## src/pkg/rtc_ctrl_defs.vh

```
`ifndef RTC_CTRL_DEFS_VH
`define RTC_CTRL_DEFS_VH

// register indexes on the internal register port
`define ADDR_SECONDS      4'h0
`define ADDR_CTRL_ONE     4'he
`define ADDR_CTRL_TWO     4'hf

// alarm_mode_clock_control field positions
`define C1_WDAY_EN        7
`define C1_DAY_EN         6
`define C1_H24            5
`define C1_CLKDIS_B       4
`define C1_TEST           3
`define C1_CODE_HI        2
`define C1_CODE_LO        0
`define C1_RESET          8'h00

// threshold_and_event_flags field positions
`define C2_THRESH         7
`define C2_VLOW           6
`define C2_XHALT          5
`define C2_PWRON          4
`define C2_CLKDIS_A       3
`define C2_PFLAG          2
`define C2_WFLAG          1
`define C2_DFLAG          0

// periodic codes
`define PC_OFF            3'h0
`define PC_LOW            3'h1
`define PC_2HZ            3'h2
`define PC_1HZ            3'h3
`define PC_SEC            3'h4
`define PC_MIN            3'h5
`define PC_HOUR           3'h6
`define PC_MONTH          3'h7

// oscillator timing, in oscillator cycles except OSC_HZ in Hz and the _US delays in microseconds
`define OSC_HZ            32768
`define SEC_LAST          16'h7fff
`define HALF_SEC          16'h4000
`define QUARTER_SEC       16'h2000
`define TICK_DELAY_US     92
`define TICK_DELAY_CYC    ((`TICK_DELAY_US * `OSC_HZ) / 1000000)
`define ADJ_MAX_US        3784
`define ADJ_MAX_CYC       ((`ADJ_MAX_US * `OSC_HZ) / 1000000)

`endif

```

## src/design/rtc_ctrl.v

```verilog
`timescale 1ns/10ps
`include "rtc_ctrl_defs.vh"

// Behaviour
// - control one bits, read/write, clear at power-on
// - each alarm enable gates its alarm interrupt
// - hour format bit: 0 twelve-hour, 1 24-hour
// - twelve-hour reading: bit 20 marks PM
// - clock pin runs unless both disables set
// - codes 000-011: off, low, 2 Hz, 1 Hz
// - level codes 100/101: per second, per minute
// - level codes 110/111: hourly, monthly
// - pulse mode: seconds tick lags falling edge
// - seconds write clears divider, drives pulse-mode output low
// - level mode: tick coincides with falling edge
// - adjustment changes period by up to 3.784 ms
// - control two layout and power-on defaults
// - threshold choice: 1.6 V at 0, 1.3 V at 1
// - periodic flag; level mode write zero releases
// - alarm flags set on match; write zero clears
// - power-on flag holds controls zero, stops interrupt output
module rtc_ctrl (
    input  wire       core_clk,              // 250 MHz core clock
    input  wire       sys_rst,               // power-on reset, synchronous, high
    input  wire [3:0] reg_addr,              // register index
    input  wire       reg_wr,                // write strobe, one cycle
    input  wire [7:0] reg_wdata,             // write data
    output reg  [7:0] reg_rdata,             // read data of reg_addr
    input  wire       osc_clk_in,            // 32.768 kHz oscillator
    input  wire       osc_halt_detect,       // oscillation halt sensed, async
    input  wire       supply_low_detect,     // supply below threshold, async
    input  wire       sec_roll,              // seconds at 59
    input  wire       min_roll,              // minutes at 59
    input  wire       hour_roll,             // hours at 23
    input  wire       month_roll,            // day is last of month
    input  wire       adj_due,               // adjustment applies to next second
    input  wire [7:0] adj_delta,             // signed cycles added to that second
    input  wire       alarm_w_match,         // weekday alarm match pulse
    input  wire       alarm_d_match,         // daily alarm match pulse
    input  wire [4:0] hour_count,            // hour counter, binary 0..23
    output reg  [5:0] hour_reading,          // hour as read by the host
    output reg        sec_tick,              // seconds increment pulse
    output wire       hour_mode_24,          // 24-hour counting
    output wire       weekday_alarm_enable,  // weekday alarm circuit on
    output wire       daily_alarm_enable,    // daily alarm circuit on
    output wire       supply_threshold_choice, // 1 selects lower threshold
    output wire       supply_monitor_enable, // monitor runs while flag clear
    output wire       test_mode,             // factory test bit
    output wire       adj_clear,             // hold adjustment register zero
    output wire       interrupt_out_n_o,     // interrupt pin level when driven
    output reg        interrupt_out_n_oe_n,  // low while pin pulled low
    output wire       clk32_out_o,           // clock pin level when driven
    output reg        clk32_out_oe_n         // low while pin pulled low
);

    reg  [7:0]  ctrl_one_reg;
    reg         thresh_reg, vlow_reg, xhalt_reg, pwron_reg, clkdis_a_reg;
    reg         pflag_reg, wflag_reg, dflag_reg;
    reg  [2:0]  osc_sync_reg;
    reg  [1:0]  halt_sync_reg, vlow_sync_reg;
    reg  [15:0] cnt_reg;
    reg  [15:0] last_reg;
    reg  [15:0] adj_reg;
    wire [2:0]  code;
    wire        level_mode, osc_rise, wrap, wr_one, wr_two, wr_sec, level_hit;
    reg         pulse_low;
    reg  [15:0] adj_next;
    wire [31:0] adj_max_w;
    wire [7:0]  neg_delta;

    // twelve-hour reading: midnight 12, noon 32, PM adds 20
    function [5:0] hour_code;
        input [4:0] h;
        input       h24;
        reg   [4:0] h12;
        reg   [4:0] ones;
        begin
            h12 = 5'd0;
            if (h24) begin
                h12 = h;
            end else if (h == 5'd0 || h == 5'd12) begin
                h12 = 5'd12;
            end else if (h > 5'd12) begin
                h12 = h - 5'd12;
            end else begin
                h12 = h;
            end
            if (h12 >= 5'd20) begin
                ones = h12 - 5'd20;
            end else if (h12 >= 5'd10) begin
                ones = h12 - 5'd10;
            end else begin
                ones = h12;
            end
            hour_code = {h12 >= 5'd20, (h12 >= 5'd10) && (h12 < 5'd20), ones[3:0]};
            if (h >= 5'd12 && !h24) begin
                hour_code[5] = 1'b1;
            end
        end
    endfunction

    assign code       = ctrl_one_reg[`C1_CODE_HI:`C1_CODE_LO];
    assign level_mode = code[2];
    assign wr_one     = reg_wr && (reg_addr == `ADDR_CTRL_ONE);
    assign wr_two     = reg_wr && (reg_addr == `ADDR_CTRL_TWO);
    assign wr_sec     = reg_wr && (reg_addr == `ADDR_SECONDS);

    assign hour_mode_24            = ctrl_one_reg[`C1_H24];
    assign weekday_alarm_enable    = ctrl_one_reg[`C1_WDAY_EN];
    assign daily_alarm_enable      = ctrl_one_reg[`C1_DAY_EN];
    assign test_mode               = ctrl_one_reg[`C1_TEST];
    assign supply_threshold_choice = thresh_reg;
    assign supply_monitor_enable   = ~vlow_reg;
    assign adj_clear               = pwron_reg;
    // 8-bit magnitude keeps the negation in the negative clamp test from widening to 32 bits
    assign adj_max_w               = `ADJ_MAX_CYC;
    assign neg_delta               = 8'h00 - adj_delta;
    assign interrupt_out_n_o       = 1'b0;
    assign clk32_out_o             = 1'b0;

    ////////////////////////////////////////////////////////////////////////////
    // synchronisers; oscillator stages 1 and 2 and the last detector stages are looked at
    always @(posedge core_clk) begin
        if (sys_rst) begin
            osc_sync_reg  <= 3'h0;
            halt_sync_reg <= 2'h0;
            vlow_sync_reg <= 2'h0;
        end else begin
            osc_sync_reg  <= {osc_sync_reg[1:0], osc_clk_in};
            halt_sync_reg <= {halt_sync_reg[0], osc_halt_detect};
            vlow_sync_reg <= {vlow_sync_reg[0], supply_low_detect};
        end
    end
    assign osc_rise = osc_sync_reg[1] & ~osc_sync_reg[2];

    ////////////////////////////////////////////////////////////////////////////
    // sub-second divider; count 0 is the falling edge of each second
    assign wrap = osc_rise && (cnt_reg == last_reg);

    // signed adjustment clamped to the longest allowed shift
    always @* begin
        adj_next = {{8{adj_delta[7]}}, adj_delta};
        if (!adj_delta[7] && adj_delta > adj_max_w) begin
            adj_next = adj_max_w[15:0];
        end else if (adj_delta[7] && neg_delta > adj_max_w) begin
            adj_next = 16'h0000 - adj_max_w[15:0];
        end
    end

    always @(posedge core_clk) begin
        if (sys_rst || wr_sec) begin
            cnt_reg  <= 16'h0000;
            last_reg <= `SEC_LAST;
            adj_reg  <= 16'h0000;
        end else if (wrap) begin
            cnt_reg  <= 16'h0000;
            adj_reg  <= adj_due ? adj_next : 16'h0000;
            last_reg <= `SEC_LAST + (adj_due ? adj_next : 16'h0000);
        end else if (osc_rise) begin
            cnt_reg  <= cnt_reg + 16'h0001;
        end
    end

    // pulse-mode waveforms; adjustment stretches or trims the low time
    always @* begin
        case (code)
            `PC_LOW:  pulse_low = 1'b1;
            `PC_2HZ:  pulse_low = (cnt_reg < `QUARTER_SEC + adj_reg) ||
                                  ((cnt_reg >= `HALF_SEC + adj_reg) &&
                                   (cnt_reg < `HALF_SEC + `QUARTER_SEC + adj_reg));
            `PC_1HZ:  pulse_low = cnt_reg < `HALF_SEC + adj_reg;
            default:  pulse_low = 1'b0;
        endcase
    end

    // seconds tick: late in pulse mode, on the falling edge otherwise
    always @(posedge core_clk) begin
        if (sys_rst) begin
            sec_tick <= 1'b0;
        end else if (code == `PC_2HZ || code == `PC_1HZ) begin
            sec_tick <= osc_rise && (cnt_reg == `TICK_DELAY_CYC - 1);
        end else begin
            sec_tick <= wrap;
        end
    end

    // level-mode events gated by the counter roll-overs
    assign level_hit = wrap && (code == `PC_SEC ||
                       (code == `PC_MIN && sec_roll) ||
                       (code == `PC_HOUR && sec_roll && min_roll) ||
                       (code == `PC_MONTH && sec_roll && min_roll &&
                        hour_roll && month_roll));

    ////////////////////////////////////////////////////////////////////////////
    // control registers; power-on flag pins all but xhalt_reg at zero
    always @(posedge core_clk) begin
        if (sys_rst) begin
            ctrl_one_reg <= `C1_RESET;
            thresh_reg   <= 1'b0;
            vlow_reg     <= 1'b0;
            xhalt_reg    <= 1'b0;
            pwron_reg    <= 1'b1;
            clkdis_a_reg <= 1'b0;
        end else if (pwron_reg) begin
            ctrl_one_reg <= `C1_RESET;
            thresh_reg   <= 1'b0;
            vlow_reg     <= 1'b0;
            clkdis_a_reg <= 1'b0;
            xhalt_reg    <= halt_sync_reg[1] ? 1'b0 :
                            (wr_two ? reg_wdata[`C2_XHALT] : xhalt_reg);
            pwron_reg    <= ~(wr_two && !reg_wdata[`C2_PWRON]);
        end else begin
            if (wr_one) begin
                ctrl_one_reg <= reg_wdata;
            end
            if (wr_two) begin
                thresh_reg   <= reg_wdata[`C2_THRESH];
                clkdis_a_reg <= reg_wdata[`C2_CLKDIS_A];
            end
            // a set in the same cycle as a clearing write wins
            vlow_reg  <= vlow_sync_reg[1] | (vlow_reg & ~(wr_two & ~reg_wdata[`C2_VLOW]));
            xhalt_reg <= halt_sync_reg[1] ? 1'b0 :
                         (wr_two ? reg_wdata[`C2_XHALT] : xhalt_reg);
        end
    end

    ////////////////////////////////////////////////////////////////////////////
    // event flags; set beats a simultaneous write of zero
    always @(posedge core_clk) begin
        if (sys_rst || pwron_reg) begin
            pflag_reg <= 1'b0;
            wflag_reg <= 1'b0;
            dflag_reg <= 1'b0;
        end else begin
            if (level_mode) begin
                pflag_reg <= level_hit | (pflag_reg & ~wr_one &
                             ~(wr_two & ~reg_wdata[`C2_PFLAG]));
            end else begin
                pflag_reg <= pulse_low;
            end
            wflag_reg <= ctrl_one_reg[`C1_WDAY_EN] & (alarm_w_match |
                         (wflag_reg & ~(wr_two & ~reg_wdata[`C2_WFLAG])));
            dflag_reg <= ctrl_one_reg[`C1_DAY_EN] & (alarm_d_match |
                         (dflag_reg & ~(wr_two & ~reg_wdata[`C2_DFLAG])));
        end
    end

    ////////////////////////////////////////////////////////////////////////////
    // pins and read-back; clock pin is the resampled oscillator, so it
    // carries up to one core period of jitter
    always @(posedge core_clk) begin
        if (sys_rst) begin
            interrupt_out_n_oe_n <= 1'b1;
            clk32_out_oe_n       <= 1'b1;
            reg_rdata            <= 8'h00;
            hour_reading         <= 6'h00;
        end else begin
            interrupt_out_n_oe_n <= pwron_reg | ~(pflag_reg | wflag_reg | dflag_reg);
            clk32_out_oe_n       <= (ctrl_one_reg[`C1_CLKDIS_B] & clkdis_a_reg) |
                                    osc_sync_reg[1];
            hour_reading         <= hour_code(hour_count, ctrl_one_reg[`C1_H24]);
            // alarm flags are gated on read so they show 0 as soon as the enable drops
            case (reg_addr)
                `ADDR_CTRL_ONE: reg_rdata <= ctrl_one_reg;
                `ADDR_CTRL_TWO: reg_rdata <= {thresh_reg, vlow_reg, xhalt_reg, pwron_reg,
                                              clkdis_a_reg, pflag_reg,
                                              wflag_reg & ctrl_one_reg[`C1_WDAY_EN],
                                              dflag_reg & ctrl_one_reg[`C1_DAY_EN]};
                default:        reg_rdata <= 8'h00;
            endcase
        end
    end

endmodule

```

## config.mk

```make
export PLATFORM = sky130hd
export DESIGN_NAME = rtc_ctrl
export DESIGN_NICKNAME = d
export VERILOG_FILES = /design/src/design/rtc_ctrl.v
export VERILOG_INCLUDE_DIRS = /design/src /design/src/pkg
export SDC_FILE = /design/constraint.sdc
export NUM_CORES = 1
export LEC_CHECK = 0
export BUFFER_PORTS_ARGS = -buffer_cell sky130_fd_sc_hd__buf_2
export CAP_MARGIN = 30
export CORE_ASPECT_RATIO = 0.7
export CORE_UTILIZATION = 50
export CTS_CLUSTER_SIZE = 20
export DETAILED_ROUTE_END_ITERATION = 16
export HOLD_SLACK_MARGIN = 0.1
export PLACE_DENSITY = 0.72
export SLEW_MARGIN = 0
export SYNTH_ARGS = -nofsm -noshare
export SYNTH_HDL_FRONTEND = slang
export SYNTH_SLANG_ARGS = --single-unit
```

## constraint.sdc

```tcl
create_clock -name core_clk -period 3.12 [get_ports core_clk]
set_input_delay 0.312 -clock core_clk [delete_from_list [all_inputs] [get_ports core_clk]]
set_output_delay 0.312 -clock core_clk [all_outputs]
set_load 0.05 [all_outputs]
```

Word level (Yosys, flattened, before mapping). Cells that the tools add are included.

Register bits after elaboration: 88. Input port bits: 38. Output and inout bits: 26. Logic and storage cells: 138.

Add/sub/neg operators: 9. Magnitude comparators: 11. Eq/ne operators: 12. Mux-type cells: 15. Bitwise operators: 36. Reductions and logical operators: 35.

Operators with widths (number): adder 15 x 16 -> 16 bit, first input constant (3); < comparator 16 bit (3); 2-to-1 mux 16 bit (3); 2-to-1 mux 5 bit (4); logical AND 1 bit (19); adder 14 x 16 -> 16 bit, first input constant (1); adder 16 x 1 -> 16 bit, second input constant (1); == test 16 bit (1); == test 16 x 2 -> 1 bit, second input constant (1); greater-or-equal comparator 16 bit (1); greater-than comparator 8 x 7 -> 1 bit, second input constant (2); one-hot mux 8 bit (2 select lines) (1); AND 1 bit (15); NOT 1 bit (13); == test 3 bit, second input constant (4); greater-or-equal comparator 5 x 4 -> 1 bit, second input constant (2); == test 4 bit, second input constant (2); logical OR 1 bit (8); 2-to-1 mux 4 bit (2); bitwise OR 1 bit (8); subtractor 1 x 8 -> 8 bit, first input constant (1); == test 3 x 2 -> 1 bit, second input constant (2); OR reduction 2 bit (3); == test 5 x 4 -> 1 bit, second input constant (1); 12 further kinds (17).

Logic depth before layout (Yosys ltp). Gate-level depths: netlist (run 1).

Depth in word-level cells: 9. Mapped depth: 13. Mapped depth without buffers: 13.

Worst setup path after synthesis (run 1). No wires, ideal clock.

Path type: reg2reg. Start point: register ctrl_one_reg[5]. End point: register hour_reading[1]. Setup time: 0.070 ns. Arrival: 2.371 ns. Required time: 3.050 ns. Setup slack: 0.679 ns. Cell stages (with the launch flop): 10. Buffers on the path: 1. Clock period less this slack: 2.441 ns. Path through: dfxtp_1 clkbuf_1 nor3b_1 o21ba_2 nand2_1 ha_1 nor2b_1 o31a_1 or3_1 a21oi_1.

Cells in the longest elaborated chain, start to end: 5. Elaborated cells between the ends (all ways): 8. Classes of those cells: 2 x add/sub; 2 x order compare; 4 x mux.

RTL lines: start: declaration (RTL line rtc_ctrl.v:56) `reg [7:0] ctrl_one_reg;`; start signal: assignment (RTL line rtc_ctrl.v:198) `` ctrl_one_reg <= `C1_RESET; ``; start signal: assignment (RTL line rtc_ctrl.v:205) `` ctrl_one_reg <= `C1_RESET; ``; start signal: assignment (RTL line rtc_ctrl.v:214) `ctrl_one_reg <= reg_wdata;`; 2-to-1 mux 5 bit * (RTL line rtc_ctrl.v:79) `if (h24) begin`; 2-to-1 mux 5 bit * (RTL line rtc_ctrl.v:252) `if (sys_rst) begin`; subtractor 4 bit or greater-or-equal comparator 5 x 4 -> 1 bit (tied branches) (RTL line rtc_ctrl.v:91, rtc_ctrl.v:90); 2-to-1 mux 4 bit (RTL line rtc_ctrl.v:90) `end else if (h12 >= 5'd10) begin`; 2-to-1 mux 4 bit * (RTL line rtc_ctrl.v:88) `if (h12 >= 5'd20) begin`; end signal: assignment (RTL line rtc_ctrl.v:261) `` hour_reading <= hour_code(hour_count, ctrl_one_reg[`C1_H24]); ``; end: declaration (RTL line rtc_ctrl.v:41) `output reg [5:0] hour_reading,`.

Every way passes the cells marked *; elsewhere a longest branch is shown, timed or not. The select of a mux whose other input is x is not followed. A chain may end at the register's enable or synchronous reset.

Final worst setup path (run 1).
Start point: register cnt_reg[14]. End point: register cnt_reg[5].

Cells in the longest elaborated chain, start to end: 3.

RTL lines: start: declaration (RTL line rtc_ctrl.v:61) `reg [15:0] cnt_reg;`; start signal: assignment (RTL line rtc_ctrl.v:160) `cnt_reg <= cnt_reg + 16'h0001;`; == test 16 bit (RTL line rtc_ctrl.v:138) `assign wrap = osc_rise && (cnt_reg == last_reg);`; logical AND 1 bit (RTL line rtc_ctrl.v:138); OR reduction 2 bit (no source line).

Every way passes these cells.

==> summary.md, run 1 <==
| Metric | Value |
|---|---|
| Status | completed |
| Iter 0 DRT Violations | 208 |
| Total grt overflow | 0 |
| Tot Pwr | 2.30 mW |
| Initial antenna violation count | 0 |
| Mux cell area share after synthesis | 0.0415 |
| Number of synthesized flops with an enable pin | 0 |
| Max Fanout on Critical Path | 16 |
| Wire per inst | 14.7 microns |
| Post-synth top area share | 0.388 |
| IO Count | 64 |
| Final setup skew | 0.00673 ns |
| CP Capture Type | flip-flop |
| Layout cells sized above 1 | 0.170 |
| Yosys reg bits | 80 |
| Synthesis Warnings | 0 |
| Clock buffer depth | 2 |
| Die area | 0.00864 sq mm |
| Vias in the first global route | 3,282 |
| Synth top area cells | dfxtp_1, ha_1, nor2_1 |
| Slew HR | 0.594 |
| Postcts setup bufs | 0 |
| Most frequent cells after synthesis | dfxtp_1, nor2_1, nand2_1 |
| PwrDens | 480 mW/mm^2 |
| CP Data Arrival Time | 2.74 ns |
| Die Width | 111 microns |
| Sequential cell area fraction in the yosys report | 0.388 |
| Synth Area in Adders | 0.0757 |
| CTS clk-pin slew, worst paths | 0.06 ns |
| H-tree levels | 3 |
| Most frequent cell after synthesis | dfxtp_1 |
| First-pass GRT wire length | 15.5 mm |
| Largest area contributor in the netlist | dfxtp_1 |
| Slew Limit Fails | 0 |
| Post-Synth Simple-Gate Area | 0.226 |
| Area delta synth->final | 16.0% |
| Startpoint types | flip-flop |
| Max-cap viol count | 0 |
| Pre-antenna DRT Iters | 4 |
| GRT Util Overall | 0.226 |
| FMAX | 392 MHz |
| Largest family of logic cells by synthesized area | simple AND/OR/NAND/NOR gates |
| Final wirelength | 9.50 mm |
| Number of vias per cell | 5.49 |
| CTS resizes | 0 |
| Sink Count | 80 |
| Hold Buf Count CTS | 0 |
| Worst vdd ir | 357 uV |
| Synth cell types | 55 |
| Port Buffers | 61 |
| Vias | 3,557 |
| Vert. Die Dim | 78.1 microns |
| Post-route design area | 0.00480 sq mm |
| Largest net degree at the start of global routing | 36 |
| XOR/XNOR share of the synthesized area | 0.0721 |
| Minimum clock period | 2.55 ns |
| Synth Area in Compound Gates | 0.145 |
| CP Class | flip-flop to flip-flop |
| Antenna cells | 0 |
| Clk Latency, worst-skew pair | 0.33 ns |
| RSZ-0062 raised after global routing | no |
| Prevailing post-synth register cell | dfxtp_1 |
| RD Place Congestion | 0.933 |
| CTS tree | done |
| Core area | 0.00794 sq mm |
| Row count | 27 |
| Leak | 1.91 nW |
| Final Cycle Share | 0.817 |
| Final TNS setup | 0 ns |
| DRC | 0 |
| Synth Instances | 484 |
| Worst EP required | 3.31 ns |
| TritonCTS Buffers | 9 |
| Worst Tran Pin Value | 0.604 ns |
| Final setup fails | 0 |
| Util after Layout | 0.604 |
| Post-DRT Antenna Nets | 0 |
| DP HPWL | 7.08 mm |
| Initial Util | 0.521 |
| Synth Area per Inst | 8.54 sq um |
| Synth Cell Area | 0.00413 sq mm |
| Worst Hold Class | input port to flip-flop |
| Final Hold Fails | 0 |
| Ys async rst share | 0 |
| Clk Tree Root Cell | clkbuf_16 |
| Dpl cell area | 0.00449 sq mm |
| Nets | 605 |
per-layer routing:
metal | part of all wire | global-route usage
met1 | 0.48 | 0.306
met5 | 0 | 0
met2 | 0.45 | 0.354
met3 | 0.061 | 0.0533
met4 | 0.0098 | 0.0747
kinds of logic (layout without fill, tap and decap cells):
family	after synthesis	after routing
other cells	1	2
buf+inv	44	106
flops	80	80
simple gates	187	187
compound gates	96	96
fa+ha+maj	25	25
xor+xnor	34	34
mux	17	17
area by class of cell:
cell class                 count  area (sq um)
clock inverter                 7          78.8
sequential                    80          1600
inverter                      22          82.6
multi-input combinational    361          2320
clock buffer                   9           225
timing repair buffer          68           358
fill                         678          3140
tap                          101           126
metrics by stage:
| stage | instances | setup WS (ns) | hold WS [ns] |
|---|---|---|---|
| floorplan | 485 | 0.679 | 0.373 |
| detailed placement | 632 | 0.333 | 0.385 |
| finish | 648 | 0.572 | 0.198 |
| global route | 648 | 0.344 | 0.202 |
| CTS | 648 | 0.561 | 0.193 |
| global placement | 632 | 0.551 | 0.375 |
cell usage in the layout, fill, tap and decap left out, types with 3 or more instances in the layout:
| cell type | instances |
|---|---|
| nand2_1 | 38 |
| nor4_1 | 7 |
| nor3_1 | 9 |
| a21o_1 | 3 |
| xor2_1 | 19 |
| nand2b_1 | 10 |
| mux2i_1 | 16 |
| nor2b_1 | 12 |
| a211oi_1 | 3 |
| buf_2 | 61 |
| a32oi_1 | 3 |
| ha_1 | 25 |
| o21a_1 | 4 |
| a21oi_1 | 29 |
| nand4_1 | 10 |
| clkbuf_16 | 9 |
| nor2_1 | 60 |
| nor3b_1 | 6 |
| dfxtp_1 | 80 |
| inv_1 | 22 |
| clkinvlp_4 | 3 |
| xnor2_1 | 15 |
| o21ai_1 | 4 |
| nand3_1 | 16 |
| and2_1 | 3 |
| or3_1 | 3 |
| o31ai_1 | 5 |
| a22oi_1 | 8 |
| buf_4 | 7 |
| o21ai_0 | 24 |
worst max-delay path, stage by stage, from the launching register on:
cell and delay [ns]:
dfxtp_1 0.55, xor2_1 0.12, nor4_1 0.31, nand2_1 0.16, nor4_1 0.57, nand2b_1 0.58, nor2_1 0.12
worst paths after layout:
check / start / cells after the start / slack [ns] / endpoint
setup reg to reg: cnt_reg[14] / 6 / 0.57 / cnt_reg[5]
hold reg to reg: halt_sync_reg[1] / 1 / 0.39 / xhalt_reg
setup / recovery: cnt_reg[14] / 6 / 0.57 / cnt_reg[5]
hold / removal: osc_clk_in / 2 / 0.20 / osc_sync_reg[0]
report_power, final:
group / internal, mW / switching, mW / total, mW
Sequential: 1.04 / 0.00704 / 1.04
Combinational: 0.0717 / 0.135 / 0.207
Clock: 0.626 / 0.424 / 1.05
Power figures use the tool's default switching activity.
==> inputs of run 2 (changes only) <==
Clock period 3.12 ns to 2.4 ns, I/O delays scaled along.
==> summary.md, run 2 (same netlist as run 1, synthesis figures left out) <==
| Metric | Value |
|---|---|
| Die area | 0.00864 sq mm (unchanged) |
| Util after Layout | 0.624 (+0.0202) |
| Initial Util | 0.521 (unchanged) |
| CP Class | input port to flip-flop |
| Clk Latency, worst-skew pair | 0.33 ns (about the same) |
| Post-DRT Antenna Nets | 0 (unchanged) |
| Fillers | 661 (-2.5%) |
| Crit-path cells | buf_2, ha_1, or3b_1, a21oi_1, o21ai_0, nand2_1, inv_1, ha_1, a31oi_1, nor2b_4, nor3_1, a2111oi_2 |
| H-tree levels | 3 (unchanged) |
| Slew HR | 0.596 (+0.00262) |
| First-pass GRT wire length | 15.9 mm (+2.4%) |
| Comb pwr share | 0.095 (+0.005) |
| Cell mode on critical path | ha_1 |
| Number of vias per cell | 5.49 (about the same) |
| Final setup fails | 0 (unchanged) |
| Nets | 621 (+2.6%) |
| PwrDens | 608 mW/mm^2 (+27%) |
| CP Capture Type | flip-flop |
| Minimum clock period | 2.24 ns |
| Internal power | 2.27 mW (+31%) |
| Startpoint types | input port |
| Most frequent cells in the layout | dfxtp_1, buf_2, nor2_1, nand2_1, a21oi_1 |
| Port Buffers | 61 (unchanged) |
| Hold Slack | 0.130 ns (-0.0683 ns) |
| Final Cycle Share | 0.932 |
| Max incr delay on CP | 0.38 ns (-0.20 ns) |
| Wire per inst | 14.6 microns (-0.44%) |
| Worst Hold Depth | 3 (+1) |
| Slew Limit Fails | 0 (unchanged) |
| Worst EP required | 2.63 ns (-0.68 ns) |
| Initial antenna violation count | 0 (unchanged) |
| Final setup skew | 0.00889 ns (+0.00215 ns) |
| IO Count | 64 (unchanged) |
| FMAX | 447 MHz |
| RSZ-0062 raised after global routing | no |
| Antenna cells | 0 (unchanged) |
| Die Width | 111 microns (unchanged) |
| Clock network power share | 0.455 (about the same) |
| Hold Buf Count CTS | 0 (unchanged) |
| Worst Reg-to-Reg Cells | 9 (+3) |
| Final Hold Fails | 0 (unchanged) |
| Max-cap viol count | 0 (unchanged) |
| Slowest CP cell | or3b_1 |
| Vias in the first global route | 3,366 (+2.6%) |
| CP Data Arrival Time | 2.46 ns (-0.28 ns) |
| Final wirelength | 9.69 mm (+2.0%) |
| Most common cell after layout, fill and taps aside | dfxtp_1 |
| P_sw | 0.747 mW (+32%) |
| Iter 0 DRT Violations | 219 (+5.3%) |
| Net Sw Frac | 0.248 (+0.00167) |
| DRC | 0 (unchanged) |
| Area delta synth->final | 19.9% |
| Largest net degree at the start of global routing | 30 (-17%) |
| Layout cells sized above 1 | 0.199 (+0.0289) |
| Status | completed |
| CTS clk-pin slew, worst paths | 0.07 ns (about the same) |
| Part of the power in registers | 0.450 (-0.004) |
| CTS tree | done |
| Clock buffer depth | 2 (unchanged) |
| Row count | 27 (unchanged) |
| Tot Pwr | 3.01 mW (+31%) |
| Clk Tree Root Cell | clkbuf_16 |
| Core area | 0.00794 sq mm (unchanged) |
| Worst vdd ir | 562 uV (+58%) |
| Total grt overflow | 0 (unchanged) |
| Leak | 2.01 nW (+5.2%) |
| Max Fanout on Critical Path | 5 (-11) |
| Vert. Die Dim | 78.1 microns (unchanged) |
| Pre-antenna DRT Iters | 5 (+1) |
| GRT Util Overall | 0.229 (+0.00367) |
| Worst Tran Pin Value | 0.603 ns (-0.000585 ns) |
| Worst Hold Class | input port to flip-flop |
| Sink Count | 80 (unchanged) |
| RD Place Congestion | 0.920 (-1.4%) |
| DP HPWL | 7.28 mm (+2.8%) |
| TritonCTS Buffers | 9 (unchanged) |
| Vias | 3,643 (+2.4%) |
[run 2: changes by cell type in the layout (fill, tap and decap cells not counted), sizes merged]
cell	before	now
buf	68	84
[run 2: cell type report]
| cell class | count | area, sq um | area share |
|---|---|---|---|
| clock buffer | 9 | 225 | 0.0454 |
| clock inverter | 7 | 78.8 | 0.0159 |
| inverter | 22 | 82.6 | 0.0167 |
| multi-input combinational | 361 | 2340 | 0.472 |
| sequential | 80 | 1600 | 0.323 |
| tap | 101 | 126 | 0.0255 |
| timing repair buffer | 84 | 503 | 0.101 |
[run 2: worst paths after layout]
check,startpoint,end,slack (ns)
worst max-delay path,hour_count[3],hour_reading[2],0.16
worst min-delay path,alarm_w_match,wflag_reg,0.13
worst max register to register,adj_reg[14],pflag_reg,0.20
worst min register to register,halt_sync_reg[1],xhalt_reg,0.39
[run 2: routing by layer]
layer,vias to the layer above,track usage,part of all wire
met2,90,0.358,0.45
met4,0,0.0493,0.0098
met3,11,0.0641,0.039
li1,1828,-,-
met1,1714,0.316,0.50
met5,-,0,0
[run 2: critical path, delay by kind of cell]
family          cells  cell delay, ns
fa+ha+maj           2            0.43
compound gates      4            0.80
simple gates        4            0.81
buf+inv             2            0.18
[run 2: through the flow]
step           instance area (sq um)  std cells  setup slack (ns)  TNS [ns]
5_1_grt                         4960        664           0.00673         0
3_3_place_gp                    4640        648           -0.0171   -0.0171
3_5_place_dp                    4640        648            -0.232    -0.339
4_1_cts                         4940        664             0.126         0
2_1_floorplan                   4140        485             0.119         0
6_report                        4960        664             0.163         0
[run 2: power by group through the flow]
stage                     combinational (mW)  clock [mW]  sequential [mW]
after floorplan                        0.140           0             1.43
after global placement                 0.270           0             1.39
after detailed placement               0.279           0             1.39
after CTS                              0.280        1.39             1.36
after global routing                   0.314        1.44             1.36
final                                  0.287        1.37             1.36
[run 2: timing repair]
| item | in CTS | in global routing |
|---|---|---|
| gates resized for setup | 0 | 3 |
| endpoints found under the setup margin | 0 | 6 |
| setup buffers | 0 | 0 |
